`src/atm_pkg.sv`:
```
// Package for the advanced timer core: register map, field layout,
// reset values and the structs that carry the bus and configuration.
// Assumes a 32-bit APB master with 8-bit byte addresses.
package atm_pkg;

   localparam int NUM_CH = 4;
   localparam int NUM_REGS = 12;

   // Byte offsets of the register map.
   localparam logic [7:0] ADDR_CTRL = 8'h00;
   localparam logic [7:0] ADDR_STATUS = 8'h10;
   localparam logic [7:0] ADDR_CH_MODE = 8'h18;
   localparam logic [7:0] ADDR_COUNT = 8'h24;
   localparam logic [7:0] ADDR_DIVIDER = 8'h28;
   localparam logic [7:0] ADDR_WRAP = 8'h2C;
   localparam logic [7:0] ADDR_REPEAT = 8'h30;
   localparam logic [7:0] ADDR_MATCH1 = 8'h34;
   localparam logic [7:0] ADDR_MATCH2 = 8'h38;
   localparam logic [7:0] ADDR_MATCH3 = 8'h3C;
   localparam logic [7:0] ADDR_MATCH4 = 8'h40;
   localparam logic [7:0] ADDR_GAP = 8'h44;

   // Reset values.
   localparam logic [15:0] RST_COUNT = 16'h0000;
   localparam logic [15:0] RST_DIVIDER = 16'h0000;
   localparam logic [15:0] RST_WRAP = 16'hFFFF;
   localparam logic [7:0] RST_REPEAT = 8'h00;
   localparam logic [15:0] RST_MATCH = 16'h0000;
   localparam logic [15:0] RST_GAP = 16'h0000;

   // Control and status fields.
   localparam int CTRL_ENABLE = 0;
   localparam int STATUS_UPDATE = 0;
   localparam int STATUS_CAP_LSB = 1;
   localparam int CH_MODE_INPUT_LSB = 0;
   localparam int CH_MODE_PRELOAD_LSB = 4;

   // Fault and gap register fields.
   localparam int GAP_DEAD_TIME_LSB = 0;
   localparam int GAP_LOCK_LSB = 8;
   localparam int GAP_IDLE_OFF = 10;
   localparam int GAP_RUN_OFF = 11;
   localparam int GAP_FAULT_EN = 12;
   localparam int GAP_FAULT_POL = 13;
   localparam int GAP_AUTO_OUT = 14;
   localparam logic [15:0] GAP_MASK = 16'h7FFF;
   localparam logic [15:0] GAP_LOCK_L1 = 16'h70FF;
   localparam logic [15:0] GAP_LOCK_L2 = 16'h7CFF;
   localparam logic [15:0] GAP_LOCK_FIELD = 16'h0300;

   typedef enum logic [1:0] {
      LOCK_OFF = 2'h0,
      LOCK_L1 = 2'h1,
      LOCK_L2 = 2'h2,
      LOCK_L3 = 2'h3
   } atm_lock_t;

   typedef struct packed {
      logic psel;
      logic penable;
      logic pwrite;
      logic [7:0] paddr;
      logic [31:0] pwdata;
   } atm_apb_req_t;

   typedef struct packed {
      logic [31:0] prdata;
      logic pready;
      logic pslverr;
   } atm_apb_rsp_t;

   typedef struct packed {
      logic auto_output_enable;
      logic fault_input_polarity;
      logic fault_input_enable;
      logic run_off_state_select;
      logic idle_off_state_select;
      atm_lock_t lock_level;
      logic [7:0] dead_time_setting;
   } atm_gap_cfg_t;

endpackage

```
`src/atm_sync.sv`:
```
// Two-flop synchroniser for the four capture input pins.
// Assumes the pins are asynchronous to i_core_clk.
`timescale 1ns/1ps
module atm_sync (
   input wire logic i_core_clk,
   input wire logic i_rst_n,
   input wire logic [3:0] i_pin,
   output logic [3:0] o_level
);

   typedef struct packed {
      logic [3:0] first;
      logic [3:0] second;
   } atm_sync_t;

   atm_sync_t st;
   atm_sync_t next_st;

   // The first stage feeds only the second, so metastability has a cycle
   // to settle before any edge detector sees it.
   always_comb begin
      next_st.first = i_pin;
      next_st.second = st.first;
   end

   always_ff @(posedge i_core_clk) begin
      if (!i_rst_n) begin
         st <= '0;
      end else begin
         st <= next_st;
      end
   end

   assign o_level = st.second;

endmodule // atm_sync

```
`src/atm_divider.sv`:
```
// Clock divider that turns the core clock into count clock ticks.
// Assumes the divider value and run level come from the same clock.
`timescale 1ns/1ps
module atm_divider (
   input wire logic i_core_clk,
   input wire logic i_rst_n,
   input wire logic i_run,
   input wire logic [15:0] i_clock_divider,
   output logic o_tick
);

   typedef struct packed {
      logic [15:0] phase;
   } atm_div_t;

   atm_div_t st;
   atm_div_t next_st;

   // One tick every clock_divider + 1 core clocks.
   assign o_tick = i_run && (st.phase >= i_clock_divider);

   always_comb begin
      next_st = st;
      if (!i_run || o_tick) begin
         next_st.phase = 16'h0000;
      end else begin
         next_st.phase = st.phase + 16'h0001;
      end
   end

   always_ff @(posedge i_core_clk) begin
      if (!i_rst_n) begin
         st <= '0;
      end else begin
         st <= next_st;
      end
   end

endmodule // atm_divider

```
`src/atm_timer.sv`:
```
// Counting core and capture/compare store of a 16-bit control timer,
// with its APB register file.
// Assumes an APB master on i_core_clk and asynchronous capture pins.
//
// Chosen here: the APB interface to the registers.
`timescale 1ns/1ps

// Behaviour
// - Counter advances once per clock_divider plus one core clocks.
// - A zero wrap limit holds the counter still.
// - Repeat count decrements per wrap; at zero emits update and reloads.
// - Input channels store the count latched by their latest capture edge, or a later match write.
// - Reading an output channel match register returns the active value.
// - Output channels compare their match value with the count continuously.
// - Without preload, a match write changes the compare at once.
// - With preload, a match write reaches the compare at the next update.
// - Lock level write-protects fault and gap fields; program them first.
module atm_timer (
   input wire logic i_core_clk,
   input wire logic i_rst_n,
   input wire atm_pkg::atm_apb_req_t i_apb,
   output atm_pkg::atm_apb_rsp_t o_apb,
   input wire logic [3:0] i_chan_in,
   output logic [3:0] o_chan_out,
   output logic o_update_event,
   output atm_pkg::atm_gap_cfg_t o_gap_cfg
);

   typedef struct packed {
      logic enable;
      logic [15:0] count_value;
      logic [15:0] clock_divider;
      logic [15:0] wrap_limit;
      logic [7:0] repeat_value;
      logic [7:0] repeat_left;
      logic [3:0][15:0] match_buffer;
      logic [3:0][15:0] match_active;
      logic [3:0] ch_input;
      logic [3:0] ch_preload;
      logic [3:0] pin_prev;
      logic [3:0] chan_out;
      logic update;
      logic update_flag;
      logic [3:0] capture_flag;
      logic [15:0] gap;
      logic [31:0] rdata;
      logic slverr;
   } atm_state_t;

   atm_state_t st;
   atm_state_t next_st;

   logic [3:0] pin_level;
   logic tick;
   logic run;
   logic setup_phase;
   logic write_access;
   logic [atm_pkg::NUM_REGS-1:0] sel;
   logic [15:0] wdata16;
   logic [3:0] capture_edge;
   logic wrap_event;
   logic update_now;
   atm_pkg::atm_lock_t lock_level;

   // Maps a byte address onto a one-hot register select.
   function automatic logic [atm_pkg::NUM_REGS-1:0] reg_sel(
      input logic [7:0] addr
   );
      logic [atm_pkg::NUM_REGS-1:0] s;
      s = '0;
      case (addr)
         atm_pkg::ADDR_CTRL: s[0] = 1'b1;
         atm_pkg::ADDR_STATUS: s[1] = 1'b1;
         atm_pkg::ADDR_CH_MODE: s[2] = 1'b1;
         atm_pkg::ADDR_COUNT: s[3] = 1'b1;
         atm_pkg::ADDR_DIVIDER: s[4] = 1'b1;
         atm_pkg::ADDR_WRAP: s[5] = 1'b1;
         atm_pkg::ADDR_REPEAT: s[6] = 1'b1;
         atm_pkg::ADDR_MATCH1: s[7] = 1'b1;
         atm_pkg::ADDR_MATCH2: s[8] = 1'b1;
         atm_pkg::ADDR_MATCH3: s[9] = 1'b1;
         atm_pkg::ADDR_MATCH4: s[10] = 1'b1;
         atm_pkg::ADDR_GAP: s[11] = 1'b1;
         default: s = '0;
      endcase
      return s;
   endfunction

   // Bits of the fault and gap register that the lock level freezes.
   function automatic logic [15:0] gap_protect(
      input atm_pkg::atm_lock_t level
   );
      logic [15:0] m;
      m = 16'h0000;
      case (level)
         atm_pkg::LOCK_OFF: m = 16'h0000;
         atm_pkg::LOCK_L1: m = atm_pkg::GAP_LOCK_L1;
         atm_pkg::LOCK_L2: m = atm_pkg::GAP_LOCK_L2;
         atm_pkg::LOCK_L3: m = atm_pkg::GAP_LOCK_L2;
         default: m = atm_pkg::GAP_LOCK_L2;
      endcase
      return m;
   endfunction

   atm_sync u_sync (
      .i_core_clk(i_core_clk),
      .i_rst_n(i_rst_n),
      .i_pin(i_chan_in),
      .o_level(pin_level)
   );

   atm_divider u_divider (
      .i_core_clk(i_core_clk),
      .i_rst_n(i_rst_n),
      .i_run(run),
      .i_clock_divider(st.clock_divider),
      .o_tick(tick)
   );

   assign lock_level = atm_pkg::atm_lock_t'(
      st.gap[atm_pkg::GAP_LOCK_LSB +: 2]);
   assign run = st.enable && (st.wrap_limit != 16'h0000);
   assign setup_phase = i_apb.psel && !i_apb.penable;
   assign write_access = i_apb.psel && i_apb.penable && i_apb.pwrite &&
      !st.slverr;
   assign sel = reg_sel(i_apb.paddr);
   assign wdata16 = i_apb.pwdata[15:0];
   assign capture_edge = pin_level & ~st.pin_prev;
   assign wrap_event = tick && (st.count_value >= st.wrap_limit);
   assign update_now = wrap_event && (st.repeat_left == 8'h00);

   always_comb begin
      next_st = st;
      next_st.pin_prev = pin_level;
      next_st.update = update_now;

      // Counting core; a software write below overrides the count.
      if (tick) begin
         if (wrap_event) begin
            next_st.count_value = 16'h0000;
         end else begin
            next_st.count_value = st.count_value + 16'h0001;
         end
      end

      // The live repeat value is only sampled at a wrap that finds repeat_left at zero.
      if (wrap_event) begin
         if (update_now) begin
            next_st.repeat_left = st.repeat_value;
         end else begin
            next_st.repeat_left = st.repeat_left - 8'h01;
         end
      end

      // Software writes on the access phase edge.
      if (write_access) begin
         if (sel[0]) begin
            next_st.enable = i_apb.pwdata[atm_pkg::CTRL_ENABLE];
         end
         if (sel[2] && (lock_level != atm_pkg::LOCK_L3)) begin
            next_st.ch_input =
               i_apb.pwdata[atm_pkg::CH_MODE_INPUT_LSB +: 4];
            next_st.ch_preload =
               i_apb.pwdata[atm_pkg::CH_MODE_PRELOAD_LSB +: 4];
         end
         if (sel[3]) begin
            next_st.count_value = wdata16;
         end
         if (sel[4]) begin
            next_st.clock_divider = wdata16;
         end
         if (sel[5]) begin
            next_st.wrap_limit = wdata16;
         end
         if (sel[6]) begin
            next_st.repeat_value = i_apb.pwdata[7:0];
         end
         if (sel[11]) begin
            // The lock field itself is written once, while still open.
            next_st.gap = ((st.gap & gap_protect(lock_level)) |
               (wdata16 & ~gap_protect(lock_level))) &
               atm_pkg::GAP_MASK;
            if (lock_level != atm_pkg::LOCK_OFF) begin
               next_st.gap[atm_pkg::GAP_LOCK_LSB +: 2] =
                  st.gap[atm_pkg::GAP_LOCK_LSB +: 2];
            end
         end
      end

      // Per-channel capture and compare.
      for (int i = 0; i < atm_pkg::NUM_CH; i++) begin
         if (write_access && sel[7 + i]) begin
            next_st.match_buffer[i] = wdata16;
            if (!st.ch_preload[i] || st.ch_input[i]) begin
               next_st.match_active[i] = wdata16;
            end
         end
         if (st.ch_input[i]) begin
            // A capture edge outranks a software write in the same cycle.
            if (capture_edge[i]) begin
               next_st.match_active[i] = st.count_value;
            end
            next_st.chan_out[i] = 1'b0;
         end else begin
            if (update_now && st.ch_preload[i]) begin
               next_st.match_active[i] = st.match_buffer[i];
            end
            next_st.chan_out[i] =
               (st.count_value < st.match_active[i]);
         end
      end

      // Sticky status; a new event wins over a clear in the same cycle.
      if (write_access && sel[1]) begin
         if (i_apb.pwdata[atm_pkg::STATUS_UPDATE]) begin
            next_st.update_flag = 1'b0;
         end
         next_st.capture_flag = st.capture_flag &
            ~i_apb.pwdata[atm_pkg::STATUS_CAP_LSB +: 4];
      end
      if (update_now) begin
         next_st.update_flag = 1'b1;
      end
      next_st.capture_flag = next_st.capture_flag |
         (capture_edge & st.ch_input);

      // Read data and error are prepared in the setup phase so that
      // both come from flops while pready stays high.
      if (setup_phase) begin
         next_st.slverr = (sel == '0);
         next_st.rdata = 32'h0000_0000;
         case (1'b1)
            sel[0]: next_st.rdata[atm_pkg::CTRL_ENABLE] = st.enable;
            sel[1]: begin
               next_st.rdata[atm_pkg::STATUS_UPDATE] = st.update_flag;
               next_st.rdata[atm_pkg::STATUS_CAP_LSB +: 4] =
                  st.capture_flag;
            end
            sel[2]: begin
               next_st.rdata[atm_pkg::CH_MODE_INPUT_LSB +: 4] =
                  st.ch_input;
               next_st.rdata[atm_pkg::CH_MODE_PRELOAD_LSB +: 4] =
                  st.ch_preload;
            end
            sel[3]: next_st.rdata[15:0] = st.count_value;
            sel[4]: next_st.rdata[15:0] = st.clock_divider;
            sel[5]: next_st.rdata[15:0] = st.wrap_limit;
            sel[6]: next_st.rdata[7:0] = st.repeat_value;
            sel[7]: next_st.rdata[15:0] = st.match_active[0];
            sel[8]: next_st.rdata[15:0] = st.match_active[1];
            sel[9]: next_st.rdata[15:0] = st.match_active[2];
            sel[10]: next_st.rdata[15:0] = st.match_active[3];
            sel[11]: next_st.rdata[15:0] = st.gap;
            default: next_st.rdata = 32'h0000_0000;
         endcase
      end
   end

   always_ff @(posedge i_core_clk) begin
      if (!i_rst_n) begin
         st <= '0;
         st.count_value <= atm_pkg::RST_COUNT;
         st.clock_divider <= atm_pkg::RST_DIVIDER;
         st.wrap_limit <= atm_pkg::RST_WRAP;
         st.repeat_value <= atm_pkg::RST_REPEAT;
         st.repeat_left <= atm_pkg::RST_REPEAT;
         st.match_buffer <= {atm_pkg::NUM_CH{atm_pkg::RST_MATCH}};
         st.match_active <= {atm_pkg::NUM_CH{atm_pkg::RST_MATCH}};
         st.gap <= atm_pkg::RST_GAP;
      end else begin
         st <= next_st;
      end
   end

   // Zero wait states: every access completes in its first access cycle.
   assign o_apb.pready = 1'b1;
   assign o_apb.prdata = st.rdata;
   assign o_apb.pslverr = i_apb.psel && i_apb.penable && st.slverr;

   assign o_chan_out = st.chan_out;
   assign o_update_event = st.update;

   assign o_gap_cfg.dead_time_setting =
      st.gap[atm_pkg::GAP_DEAD_TIME_LSB +: 8];
   assign o_gap_cfg.lock_level = lock_level;
   assign o_gap_cfg.idle_off_state_select = st.gap[atm_pkg::GAP_IDLE_OFF];
   assign o_gap_cfg.run_off_state_select = st.gap[atm_pkg::GAP_RUN_OFF];
   assign o_gap_cfg.fault_input_enable = st.gap[atm_pkg::GAP_FAULT_EN];
   assign o_gap_cfg.fault_input_polarity = st.gap[atm_pkg::GAP_FAULT_POL];
   assign o_gap_cfg.auto_output_enable = st.gap[atm_pkg::GAP_AUTO_OUT];

endmodule // atm_timer

```
`config.mk`:
```
export PLATFORM = sky130hd
export DESIGN_NAME = atm_timer
export DESIGN_NICKNAME = d
export VERILOG_FILES = /design/src/atm_pkg.sv /design/src/atm_sync.sv /design/src/atm_divider.sv /design/src/atm_timer.sv
export SDC_FILE = /design/constraint.sdc
export NUM_CORES = 1
export LEC_CHECK = 0
export BUFFER_PORTS_ARGS = -buffer_cell sky130_fd_sc_hd__buf_4
export CAP_MARGIN = 20
export CORE_MARGIN = 2
export CORE_UTILIZATION = 55
export DETAILED_ROUTE_END_ITERATION = 8
export PLACE_DENSITY_LB_ADDON = 0.15
export SLEW_MARGIN = 20
export SYNTH_ARGS = -nofsm -noshare
export SYNTH_HDL_FRONTEND = slang
export SYNTH_SLANG_ARGS = --single-unit
```
`constraint.sdc`:
```
create_clock -name i_core_clk -period 3.7 [get_ports i_core_clk]
set_clock_uncertainty 0.15 [all_clocks]
set_input_delay 0.555 -clock i_core_clk [delete_from_list [all_inputs] [get_ports i_core_clk]]
set_output_delay 0.555 -clock i_core_clk [all_outputs]
set_load 0.02 [all_outputs]
```
==> impl_metrics.py, run 1 <==
metrics = {
    "clock_network": {
        "holdBufCountCts": 0,
        "clock_insertion_delay_worst_skew_ns": 0.58,
        "cts.path.max_buffers": 3,
        "post_cts_setup_buffer_count": 0,
        "clock-sinks": 271,
        "h_tree_lvls": 1,
        "clk_root_buffer_cell": "sky130_fd_sc_hd__clkbuf_16",
        "numCtsBuffers": 31,
        "clock_tree_from_tritoncts": "built",
        "ctsResizeCount": 0,
        "clk_pin_slew_ns": 0.06,
    },
    "detailed_routing": {
        "postRouteAntennaNets": 0,
        "remaining_drc_errors": 0,
        "route.vias.total": 15800,
        "wirelength_um": 57100,
        "drt_iter0_markers": 2046,
        "drt-pass1-iter-count": 6,
        "wire_per_inst_um": 23.5,
        "vias_per_cell": 6.51,
    },
    "grt": {
        "grt_max_degree": 85,
        "groute.usage.overall": 0.364,
        "globalRouteOverflowTotal": 0,
        "first_global_vias": 14500,
        "grt_util_met2": 0.548,
        "grt.met1_usage": 0.497,
        "use_met3": 0.0690,
        "gr-max-usage-layer": "met2",
        "grt_first_pass_wirelength_um": 86400,
        "number_of_antenna_violations_at_the_first_check_in_global_routing": 1,
    },
    "die": {
        "fp.coreArea_um2": 28800,
        "dieArea_um2": 30600,
        "num_io_pins": 103,
        "die_x_um": 175,
        "die_h_um": 175,
        "rows": 62,
        "initial_core_util": 0.559,
    },
    "finish": {
        "drive_gt1_frac": 0.115,
        "final_net_count": 2165,
        "growth_of_design_area_from_synthesis_to_finish_pct": 11.1,
        "layout.core_utilization": 0.621,
    },
    "hold_path": {
        "type_of_the_most_critical_hold_path": "primary input to flop",
    },
    "placed_design": {
        "hpwlAfterDp_um": 38000,
        "io_buffer_count": 69,
        "gpl.final_weighted_congestion": 1.05,
    },
    "synthesis": {
        "syn_area_um2": 16100,
        "synth-seq-area-share": 0.337,
        "synth_area_per_cell_um2": 7.91,
        "synth.ff_latch_count": 271,
        "count_of_yosys_warnings_during_synthesis": 0,
        "synth_enable_flop_cells": 0,
        "post_synth_num_cell_types": 81,
        "post-synth-top-area-cell": "sky130_fd_sc_hd__dfxtp_1",
        "synth.most_common_cell": "sky130_fd_sc_hd__nand2_1",
        "netlist.area_leader.share": 0.337,
        "syn-instance-count": 2033,
        "synthFlopType": "sky130_fd_sc_hd__dfxtp_1",
        "synth_common_cells": "394 x sky130_fd_sc_hd__nand2_1, 271 x sky130_fd_sc_hd__dfxtp_1, 158 x sky130_fd_sc_hd__a21oi_1",
        "synthTopCellsByArea": "sky130_fd_sc_hd__dfxtp_1 34%, sky130_fd_sc_hd__nand2_1 9.2%, sky130_fd_sc_hd__ha_1 7.4%, sky130_fd_sc_hd__mux2i_1 6.1%, sky130_fd_sc_hd__a21oi_1 4.9%",
        "async_reset_ff_frac": 0,
    },
    "worst_setup_path": {
        "critical_path.cell_chain": "inv_1 > ha_1 > a2111oi_0 > nand2_1 > a21oi_1 > o41a_1 > nor4_4 > buf_4 > o311ai_0",
        "critical-path-slowest-cell": "sky130_fd_sc_hd__o41a_1",
        "critical-path-max-stage-delay_ns": 0.71,
        "crit_fanout": 32,
        "timing.critical_path.max_delay_family": "compound AO/OA/AOI/OAI gates",
        "cp-start-kind": "flop",
        "timing.critical_path.buf_inv": 2,
        "cp_data_arrival_time_ns": 3.55,
        "cp_data_required_time_ns": 3.99,
        "setup.worst_path.end_class": "flop",
        "criticalPathCategory": "flop to flop",
    },
    "timing": {
        "finalWorstPathRequiredPeriod_ns": 3.25,
        "timing.final.crit_share": 0.880,
        "fmaxAchievable_ghz": 0.307,
        "tightest_slew_ns": 0.904,
        "report.final.setup_viol": 0,
        "final.setup.tns_ns": 0,
        "timing.hold.ws_ns": 0.0452,
        "worst_slew_margin_rel": 0.397,
        "timing_hold_violations_final": 0,
        "rsz0062_at_grt": "no",
        "drv_slew": 0,
    },
    "pwr": {
        "power.density_cell_area_nw_per_um2": 360,
        "power.share.switching": 0.235,
        "power_frac_seq": 0.455,
        "combinationalPowerShare": 0.047,
        "power.net_switching_w": 0.00151,
        "power.internal_w": 0.00493,
        "power_frac_clock": 0.498,
        "worst_ir_drop_vdd_v": 0.000358,
        "power.leakage_nw": 6.92,
    },
    "run": {
        "cap_viol_max_count": 0,
    },
    "run_status": {
        "status": "completed",
    },
}
## per-layer routing
| metal | vias to the layer above | wire (um) |
|---|---|---|
| li1 | 7170 | - |
| met1 | 7505 | 22500 |
| met2 | 919 | 24300 |
| met3 | 206 | 6850 |
| met4 | 0 | 3470 |
| met5 | - | 0 |
## worst register-to-register path, cell delays in order (launching register included)
cell and delay [ns]:
sky130_fd_sc_hd__dfxtp_1 0.38, sky130_fd_sc_hd__inv_1 0.07, sky130_fd_sc_hd__ha_1 0.32, sky130_fd_sc_hd__a2111oi_0 0.35, sky130_fd_sc_hd__nand2_1 0.09, sky130_fd_sc_hd__a21oi_1 0.27
sky130_fd_sc_hd__o41a_1 0.72, sky130_fd_sc_hd__nor4_4 0.10, sky130_fd_sc_hd__buf_4 0.28, sky130_fd_sc_hd__o311ai_0 0.40
## kinds of logic (layout without fill, tap and decap cells)
logic type               after synthesis  count (layout)  share of synthesized area
flip-flops                           271             271                      0.337
XOR/XNOR                              16              16                    0.00871
adder cells (fa/ha/maj)               95              95                     0.0739
AO/OA/AOI/OAI                        497             497                      0.201
buffers and inverters                313             308                     0.0898
AND/OR/NAND/NOR                      740             740                      0.227
other                                  2              18                   0.000467
multiplexers                          99              99                     0.0617
## final timing paths
check	start	to	slack (ns)	cells after the start
worst max-delay path	st[220]	st[102]	0.45	9
worst min-delay path	i_chan_in[3]	u_sync.next_st[3]	0.05	2
worst max register to register	st[220]	st[102]	0.45	9
worst min register to register	u_sync.next_st[2]	u_sync.o_level[2]	0.29	1
## through the flow
step / power [W] / worst slack (ns) / cell area (um^2) / cells
3_3_place_gp: 0.00328 / 0.510 / 16800 / 2371
3_5_place_dp: 0.00329 / 0.491 / 16800 / 2371
4_1_cts: 0.00644 / 0.474 / 17800 / 2426
6_report: 0.00644 / 0.445 / 17900 / 2428
2_1_floorplan: 0.00317 / 0.750 / 16100 / 2048
5_1_grt: 0.00659 / 0.211 / 17900 / 2427
## placed cells by master (no fill, tap or decap), drive strengths merged, types with 7 or more instances in the layout
cell type,n
xor2,10
and2,12
buf,144
a211oi,7
inv,109
a21o,16
a22oi,17
mux2i,98
clkbuf,41
nand2,396
o311ai,65
and3,21
dfxtp,271
o21ai,119
nand4,21
o21a,10
o221ai,8
nor2,105
nor3,28
a31oi,14
nor4,16
conb,17
a222oi,10
a21oi,158
ha,95
nand3,28
clkinv,9
a221oi,20
nor3b,7
o211ai,20
nand4b,66
nand2b,11
## state kept, by name (all words and copies together) (netlist names), named ones only
| signal | flops |
|---|---|
| o_chan_out | 4 |
| o_update_event | 1 |
| o_gap_cfg | 2 |
| u_sync.next_st | 4 |
| u_sync.o_level | 4 |
| o_apb | 16 |
| st | 211 |
| u_divider.st | 16 |
## final cells by class
class / instances / area, um^2
fill: 2548 / 10900
multi-input combinational: 1464 / 9380
sequential: 271 / 5430
timing repair buffer: 144 / 1110
clock buffer: 41 / 883
tap: 384 / 480
inverter: 109 / 412
clock inverter: 14 / 173
antenna: 1 / 2.50
## power by group through the flow
stage	clock [W]	sequential (W)	combinational [W]
final	0.00321	0.00293	0.000302
after global routing	0.00335	0.00293	0.000311
after CTS	0.00322	0.00293	0.000291
after detailed placement	0	0.00299	0.000291
after global placement	0	0.00299	0.000288
after floorplan	0	0.00299	0.000175
(Power assumes the default switching activity.)
==> run 2, diff against run 1 <==
--- a/config.mk
+++ b/config.mk
@@ -14,4 +14,5 @@
 export SLEW_MARGIN = 20
 export SYNTH_ARGS = -nofsm -noshare
 export SYNTH_HDL_FRONTEND = slang
+export SYNTH_HIERARCHICAL = 1
 export SYNTH_SLANG_ARGS = --single-unit
==> run 2 against run 1 <==
  * Count of clock-buffer cells in the layout up 1
  * Sequential cell count unchanged
  * Core utilization down 0.88 points
  * Critical path type unchanged
  * Highest routed layer unchanged
==> impl_metrics.py, run 2 <==
metrics = {
    "run_status": {
        "status": "completed",
    },
    "clock_network": {
        "ctsResizeCount": 0,
        "clock-sinks": 271,
        "post_cts_setup_buffer_count": 0,
        "clock_tree_from_tritoncts": "built",
        "numCtsBuffers": 30,
        "holdBufCountCts": 0,
        "h_tree_lvls": 1,
        "cts.path.max_buffers": 3,
        "clk_pin_slew_ns": 0.06,
        "clock_insertion_delay_worst_skew_ns": 0.58,
        "clk_root_buffer_cell": "sky130_fd_sc_hd__clkbuf_16",
    },
    "worst_setup_path": {
        "timing.reg2reg.setup_slack_ns": 0.05,
        "setup.worst_path.end_class": "flop",
        "r2r_start": "st[245]",
        "cp_data_arrival_time_ns": 4.01,
        "timing.critical_path.from": "st[245]",
        "critical-path-max-stage-delay_ns": 0.43,
        "critical-path-slowest-cell": "sky130_fd_sc_hd__dfxtp_1",
        "criticalPathCategory": "flop to flop",
        "cp_data_required_time_ns": 4.06,
        "critical_path.cell_chain": "inv_1 > ha_1 > and4_1 > nand4_1 > o22ai_1 > o21a_1 > inv_1 > or3_1 > o21ai_2 > buf_4 > and2_1 > buf_12 > a221o_1",
        "worst_setup_path_endpoint": "st[86]",
        "timing.critical_path.buf_inv": 4,
        "critPathMostFrequentCell": "sky130_fd_sc_hd__inv_1",
        "number_of_cells_on_the_critical_path": 13,
        "timing.critical_path.max_delay_family": "simple AND/OR/NAND/NOR gates",
        "rr_worst_depth": 13,
        "cp-start-kind": "flop",
        "r2r-end": "st[86]",
        "crit_fanout": 17,
    },
    "grt": {
        "first_global_vias": 15300,
        "globalRouteOverflowTotal": 0,
        "grt_max_degree": 99,
        "grt.met1_usage": 0.541,
        "groute.usage.overall": 0.392,
        "gr-max-usage-layer": "met2",
        "grt_first_pass_wirelength_um": 94800,
        "number_of_antenna_violations_at_the_first_check_in_global_routing": 1,
        "use_met3": 0.0704,
        "grt_util_met2": 0.583,
    },
    "pwr": {
        "total_power_w": 0.00651,
        "power.density_cell_area_nw_per_um2": 349,
        "worst_ir_drop_vdd_v": 0.000381,
        "power.leakage_nw": 7.34,
    },
    "die": {
        "dieArea_um2": 32200,
        "die_x_um": 179,
        "initial_core_util": 0.556,
        "fp.coreArea_um2": 30400,
        "die_h_um": 179,
        "num_io_pins": 103,
        "rows": 64,
    },
    "synthesis": {
        "async_reset_ff_frac": 0,
        "post_synth_num_cell_types": 87,
        "synth.ff_latch_count": 271,
        "post-synth-top-area-cell": "sky130_fd_sc_hd__dfxtp_1",
        "synth.most_common_cell": "sky130_fd_sc_hd__nand2_1",
        "synth_common_cells": "326 x sky130_fd_sc_hd__nand2_1, 271 x sky130_fd_sc_hd__dfxtp_1, 194 x sky130_fd_sc_hd__a21oi_1",
        "synth_area_per_cell_um2": 7.71,
        "netlist.area_leader.share": 0.321,
        "synthFlopType": "sky130_fd_sc_hd__dfxtp_1",
        "synthTopCellsByArea": "sky130_fd_sc_hd__dfxtp_1 32%, sky130_fd_sc_hd__nand2_1 7.2%, sky130_fd_sc_hd__ha_1 7.0%, sky130_fd_sc_hd__a21oi_1 5.7%, sky130_fd_sc_hd__mux2i_1 5.4%",
        "syn_area_um2": 16900,
        "count_of_yosys_warnings_during_synthesis": 6,
        "synth_enable_flop_cells": 0,
        "syn-instance-count": 2194,
        "synth-seq-area-share": 0.321,
    },
    "detailed_routing": {
        "remaining_drc_errors": 0,
        "drt-pass1-iter-count": 5,
        "vias_per_cell": 6.49,
        "postRouteAntennaNets": 0,
        "drt_iter0_markers": 2213,
        "wire_per_inst_um": 24.7,
        "wirelength_um": 63900,
        "route.vias.total": 16800,
    },
    "timing": {
        "timing_hold_violations_final": 0,
        "drv_slew": 0,
        "timing.final.crit_share": 0.987,
        "worst_slew_margin_rel": 0.359,
        "rsz0062_at_grt": "yes",
        "finalWorstPathRequiredPeriod_ns": 3.65,
        "tightest_slew_ns": 0.961,
        "report.final.setup_viol": 0,
        "fmaxAchievable_ghz": 0.274,
    },
    "finish": {
        "antenna_cells": 0,
        "final_net_count": 2309,
        "final_common_cell": "sky130_fd_sc_hd__nand2_1",
        "growth_of_design_area_from_synthesis_to_finish_pct": 10.2,
        "largest_register_ff_count": 211,
        "drive_gt1_frac": 0.111,
        "registers.top_by_ff_count": "st",
        "layout_common_cells": "326 x sky130_fd_sc_hd__nand2_1, 271 x sky130_fd_sc_hd__dfxtp_1, 194 x sky130_fd_sc_hd__a21oi_1, 143 x sky130_fd_sc_hd__buf_4, 142 x sky130_fd_sc_hd__nor2_1",
        "layout.core_utilization": 0.612,
        "final_non_filler_cell_area_um2": 18600,
    },
    "placed_design": {
        "io_buffer_count": 69,
        "gpl.final_weighted_congestion": 1.02,
        "detailed_place.area_um2": 17600,
        "hpwlAfterDp_um": 43300,
    },
    "hold_path": {
        "type_of_the_most_critical_hold_path": "primary input to flop",
        "hold_depth": 2,
    },
    "run": {
        "cap_viol_max_count": 0,
    },
}
-- run 2: cell types whose count changed in the layout (fill, tap and decap cells not counted), sizes merged, moves of 36 or more --
cell and delta:
a221o +63, nand4b -65, nor3 +58, nand3b +50
nand2 -70, nand3 +53, nor2 +39, a21oi +36
o311ai -64
-- run 2: power breakdown --
group,total (W),switching (W),internal [W]
clock,0.00322,0.00128,0.00194
combinational,0.000355,0.000283,0.0000717
sequential,0.00293,0.00000486,0.00293
-- run 2: stage by stage --
step | setup slack, ns | setup TNS, ns | hold WS, ns | cells
floorplan | 0.392 | 0 | 0.262 | 2209
global placement | 0.233 | 0 | 0.268 | 2529
finish | 0.0476 | 0 | 0.0436 | 2585
global route | -0.0443 | -0.400 | 0.0415 | 2585
detailed placement | 0.163 | 0 | 0.274 | 2529
CTS | 0.136 | 0 | 0.0332 | 2585
-- run 2: cells by family after synthesis --
family | count (synthesis) | share of synthesized area
AO/OA/AOI/OAI | 548 | 0.212
XOR/XNOR | 28 | 0.0145
adder cells (fa/ha/maj) | 95 | 0.0703
buffers and inverters | 342 | 0.0897
flip-flops | 271 | 0.321
multiplexers | 95 | 0.0579
other | 2 | 0.000444
AND/OR/NAND/NOR | 813 | 0.234
-- run 2: how the worst min path moves through the flow --
stage	start	endpoint
final	i_chan_in[3]	u_sync/next_st[3]
after global routing	i_chan_in[3]	u_sync/next_st[3]
after CTS	i_chan_in[3]	u_sync/next_st[3]
after detailed placement	u_sync/next_st[1]	u_sync/o_level[1]
after global placement	u_sync/next_st[0]	u_sync/o_level[0]
after floorplan	u_sync/next_st[0]	u_sync/o_level[0]
-- run 2: final cells by class --
class	instances	area, um^2
well taps	396	495
clock inverters	14	173
inverters	120	453
flip-flops and latches	271	5430
repair buffers	146	1130
fillers	2808	11800
multi-input cells	1596	10100
clock buffers	42	887
-- run 2: routing by layer --
layer / vias up / part of all wire / wire [um]
met5: - / 0 / 0
met4: 0 / 0.060 / 3810
met3: 194 / 0.10 / 6410
met2: 969 / 0.42 / 27100
met1: 7954 / 0.42 / 26500
li1: 7662 / - / -
==> run 3, diff against run 2 <==
--- a/config.mk
+++ b/config.mk
@@ -7,6 +7,7 @@
 export LEC_CHECK = 0
 export BUFFER_PORTS_ARGS = -buffer_cell sky130_fd_sc_hd__buf_4
 export CAP_MARGIN = 20
+export CORE_ASPECT_RATIO = 0.9
 export CORE_MARGIN = 2
 export CORE_UTILIZATION = 55
 export DETAILED_ROUTE_END_ITERATION = 8
==> run 3 against run 2 <==
  * Sequential power barely moved
  * Non-clock buffer count rose by 3
  * Maximum frequency is 3.6% higher
  * Critical endpoint is now st[107]
==> impl_metrics.py, run 3 (synthesis results as in run 2) <==
metrics = {
    "run_status": {
        "status": "completed",
    },
    "detailed_routing": {
        "route.vias.total": 17000,
        "postRouteAntennaNets": 0,
        "drt-pass1-iter-count": 5,
        "wire_per_inst_um": 24.0,
        "wirelength_um": 62200,
        "drt_iter0_markers": 2432,
        "vias_per_cell": 6.56,
        "remaining_drc_errors": 0,
    },
    "worst_setup_path": {
        "setup.worst_path.end_class": "flop",
        "critical_path.cell_chain": "inv_1 > ha_1 > a21oi_1 > nand2_1 > a221o_1 > o21a_1 > inv_1 > nor2_1 > a22oi_1 > o21a_2 > buf_12 > nor3_1 > a221o_1",
        "timing.reg2reg.setup_slack_ns": 0.18,
        "cp-start-kind": "flop",
        "cp_data_required_time_ns": 4.01,
        "critical-path-slowest-cell": "sky130_fd_sc_hd__o21a_2",
        "criticalPathCategory": "flop to flop",
        "critical-path-max-stage-delay_ns": 0.61,
        "crit_fanout": 19,
        "timing.critical_path.buf_inv": 3,
        "cp_data_arrival_time_ns": 3.83,
        "timing.critical_path.max_delay_family": "compound AO/OA/AOI/OAI gates",
    },
    "grt": {
        "first_global_vias": 15300,
        "number_of_antenna_violations_at_the_first_check_in_global_routing": 0,
        "groute.usage.overall": 0.378,
        "globalRouteOverflowTotal": 0,
        "grt_max_degree": 60,
        "grt_first_pass_wirelength_um": 93800,
    },
    "die": {
        "fp.coreArea_um2": 30100,
        "dieArea_um2": 32200,
        "die_h_um": 170,
        "num_io_pins": 103,
        "initial_core_util": 0.562,
        "die_x_um": 189,
        "rows": 60,
    },
    "pwr": {
        "power.density_cell_area_nw_per_um2": 348,
        "power.leakage_nw": 7.35,
        "total_power_w": 0.00649,
        "worst_ir_drop_vdd_v": 0.000354,
    },
    "finish": {
        "largest_register_ff_count": 211,
        "stdcell_count": 2594,
        "drive_gt1_frac": 0.112,
        "final_common_cell": "sky130_fd_sc_hd__nand2_1",
        "registers.top_by_ff_count": "st",
        "layout.core_utilization": 0.620,
        "final_net_count": 2312,
        "growth_of_design_area_from_synthesis_to_finish_pct": 10.5,
        "layout_common_cells": "326 x sky130_fd_sc_hd__nand2_1, 271 x sky130_fd_sc_hd__dfxtp_1, 194 x sky130_fd_sc_hd__a21oi_1, 146 x sky130_fd_sc_hd__buf_4, 142 x sky130_fd_sc_hd__nor2_1",
    },
    "clock_network": {
        "clock_tree_from_tritoncts": "built",
        "post_cts_setup_buffer_count": 0,
        "cts.path.max_buffers": 3,
        "h_tree_lvls": 1,
        "clk_pin_slew_ns": 0.07,
        "ctsResizeCount": 0,
        "clk_root_buffer_cell": "sky130_fd_sc_hd__clkbuf_16",
        "numCtsBuffers": 30,
        "holdBufCountCts": 0,
        "clock-sinks": 271,
        "clock_insertion_delay_worst_skew_ns": 0.57,
    },
    "timing": {
        "drv_slew": 0,
        "final.setup.tns_ns": 0,
        "worst_slew_margin_rel": 0.288,
        "report.final.setup_viol": 0,
        "finalWorstPathRequiredPeriod_ns": 3.52,
        "fmaxAchievable_ghz": 0.284,
        "timing_hold_violations_final": 0,
        "rsz0062_at_grt": "no",
        "timing.hold.ws_ns": 0.0465,
        "tightest_slew_ns": 1.06,
        "timing.final.crit_share": 0.953,
    },
    "placed_design": {
        "numPlacedInstances": 2539,
        "gpl.final_weighted_congestion": 1.03,
        "hpwlAfterDp_um": 42400,
        "io_buffer_count": 69,
    },
    "hold_path": {
        "type_of_the_most_critical_hold_path": "primary input to flop",
    },
    "run": {
        "cap_viol_max_count": 0,
    },
}
## run 3: path summary, 6_finish.rpt
path | startpoint | to | cells past startpoint
max | st[245] | st[107] | 13
min | i_chan_in[2] | u_sync/next_st[2] | 2
max reg2reg | st[245] | st[107] | 13
min reg2reg | u_sync/next_st[0] | u_sync/o_level[0] | 1
## run 3: worst register-to-register path: cells and delay by family, from the launching register on
family | cells | cell delay [ns]
AOI/OAI and AO/OA | 6 | 1.91
adders and majority gates | 1 | 0.30
buffers and inverters | 3 | 0.43
DFF | 1 | 0.40
and+or+nand+nor | 3 | 0.22
## run 3: per-layer routing
layer	vias to the layer above	track usage	routed length, um
li1	7683	-	-
met1	8042	0.521	25400
met2	1073	0.571	26000
met3	224	0.0617	6970
met4	0	0.195	3790
met5	-	0	0
## run 3: power by group
part	internal [W]	total [W]	switching, W
clock network	0.00194	0.00322	0.00128
logic	0.0000713	0.000348	0.000277
registers	0.00293	0.00293	0.00000453
## run 3: metrics by stage
step	cell area, um^2	worst slack [ns]
after floorplan	17000	0.392
after global placement	17600	0.361
after detailed placement	17600	0.297
after CTS	18700	0.271
after global routing	18700	0.0352
final	18700	0.175
## run 3: cell type report
class / instances / area [um^2]
fillers: 2731 / 11400
multi-input cells: 1596 / 10100
flip-flops and latches: 271 / 5430
repair buffers: 149 / 1160
clock buffers: 41 / 883
well taps: 403 / 504
inverters: 120 / 453
clock inverters: 13 / 174
diodes: 1 / 2.50
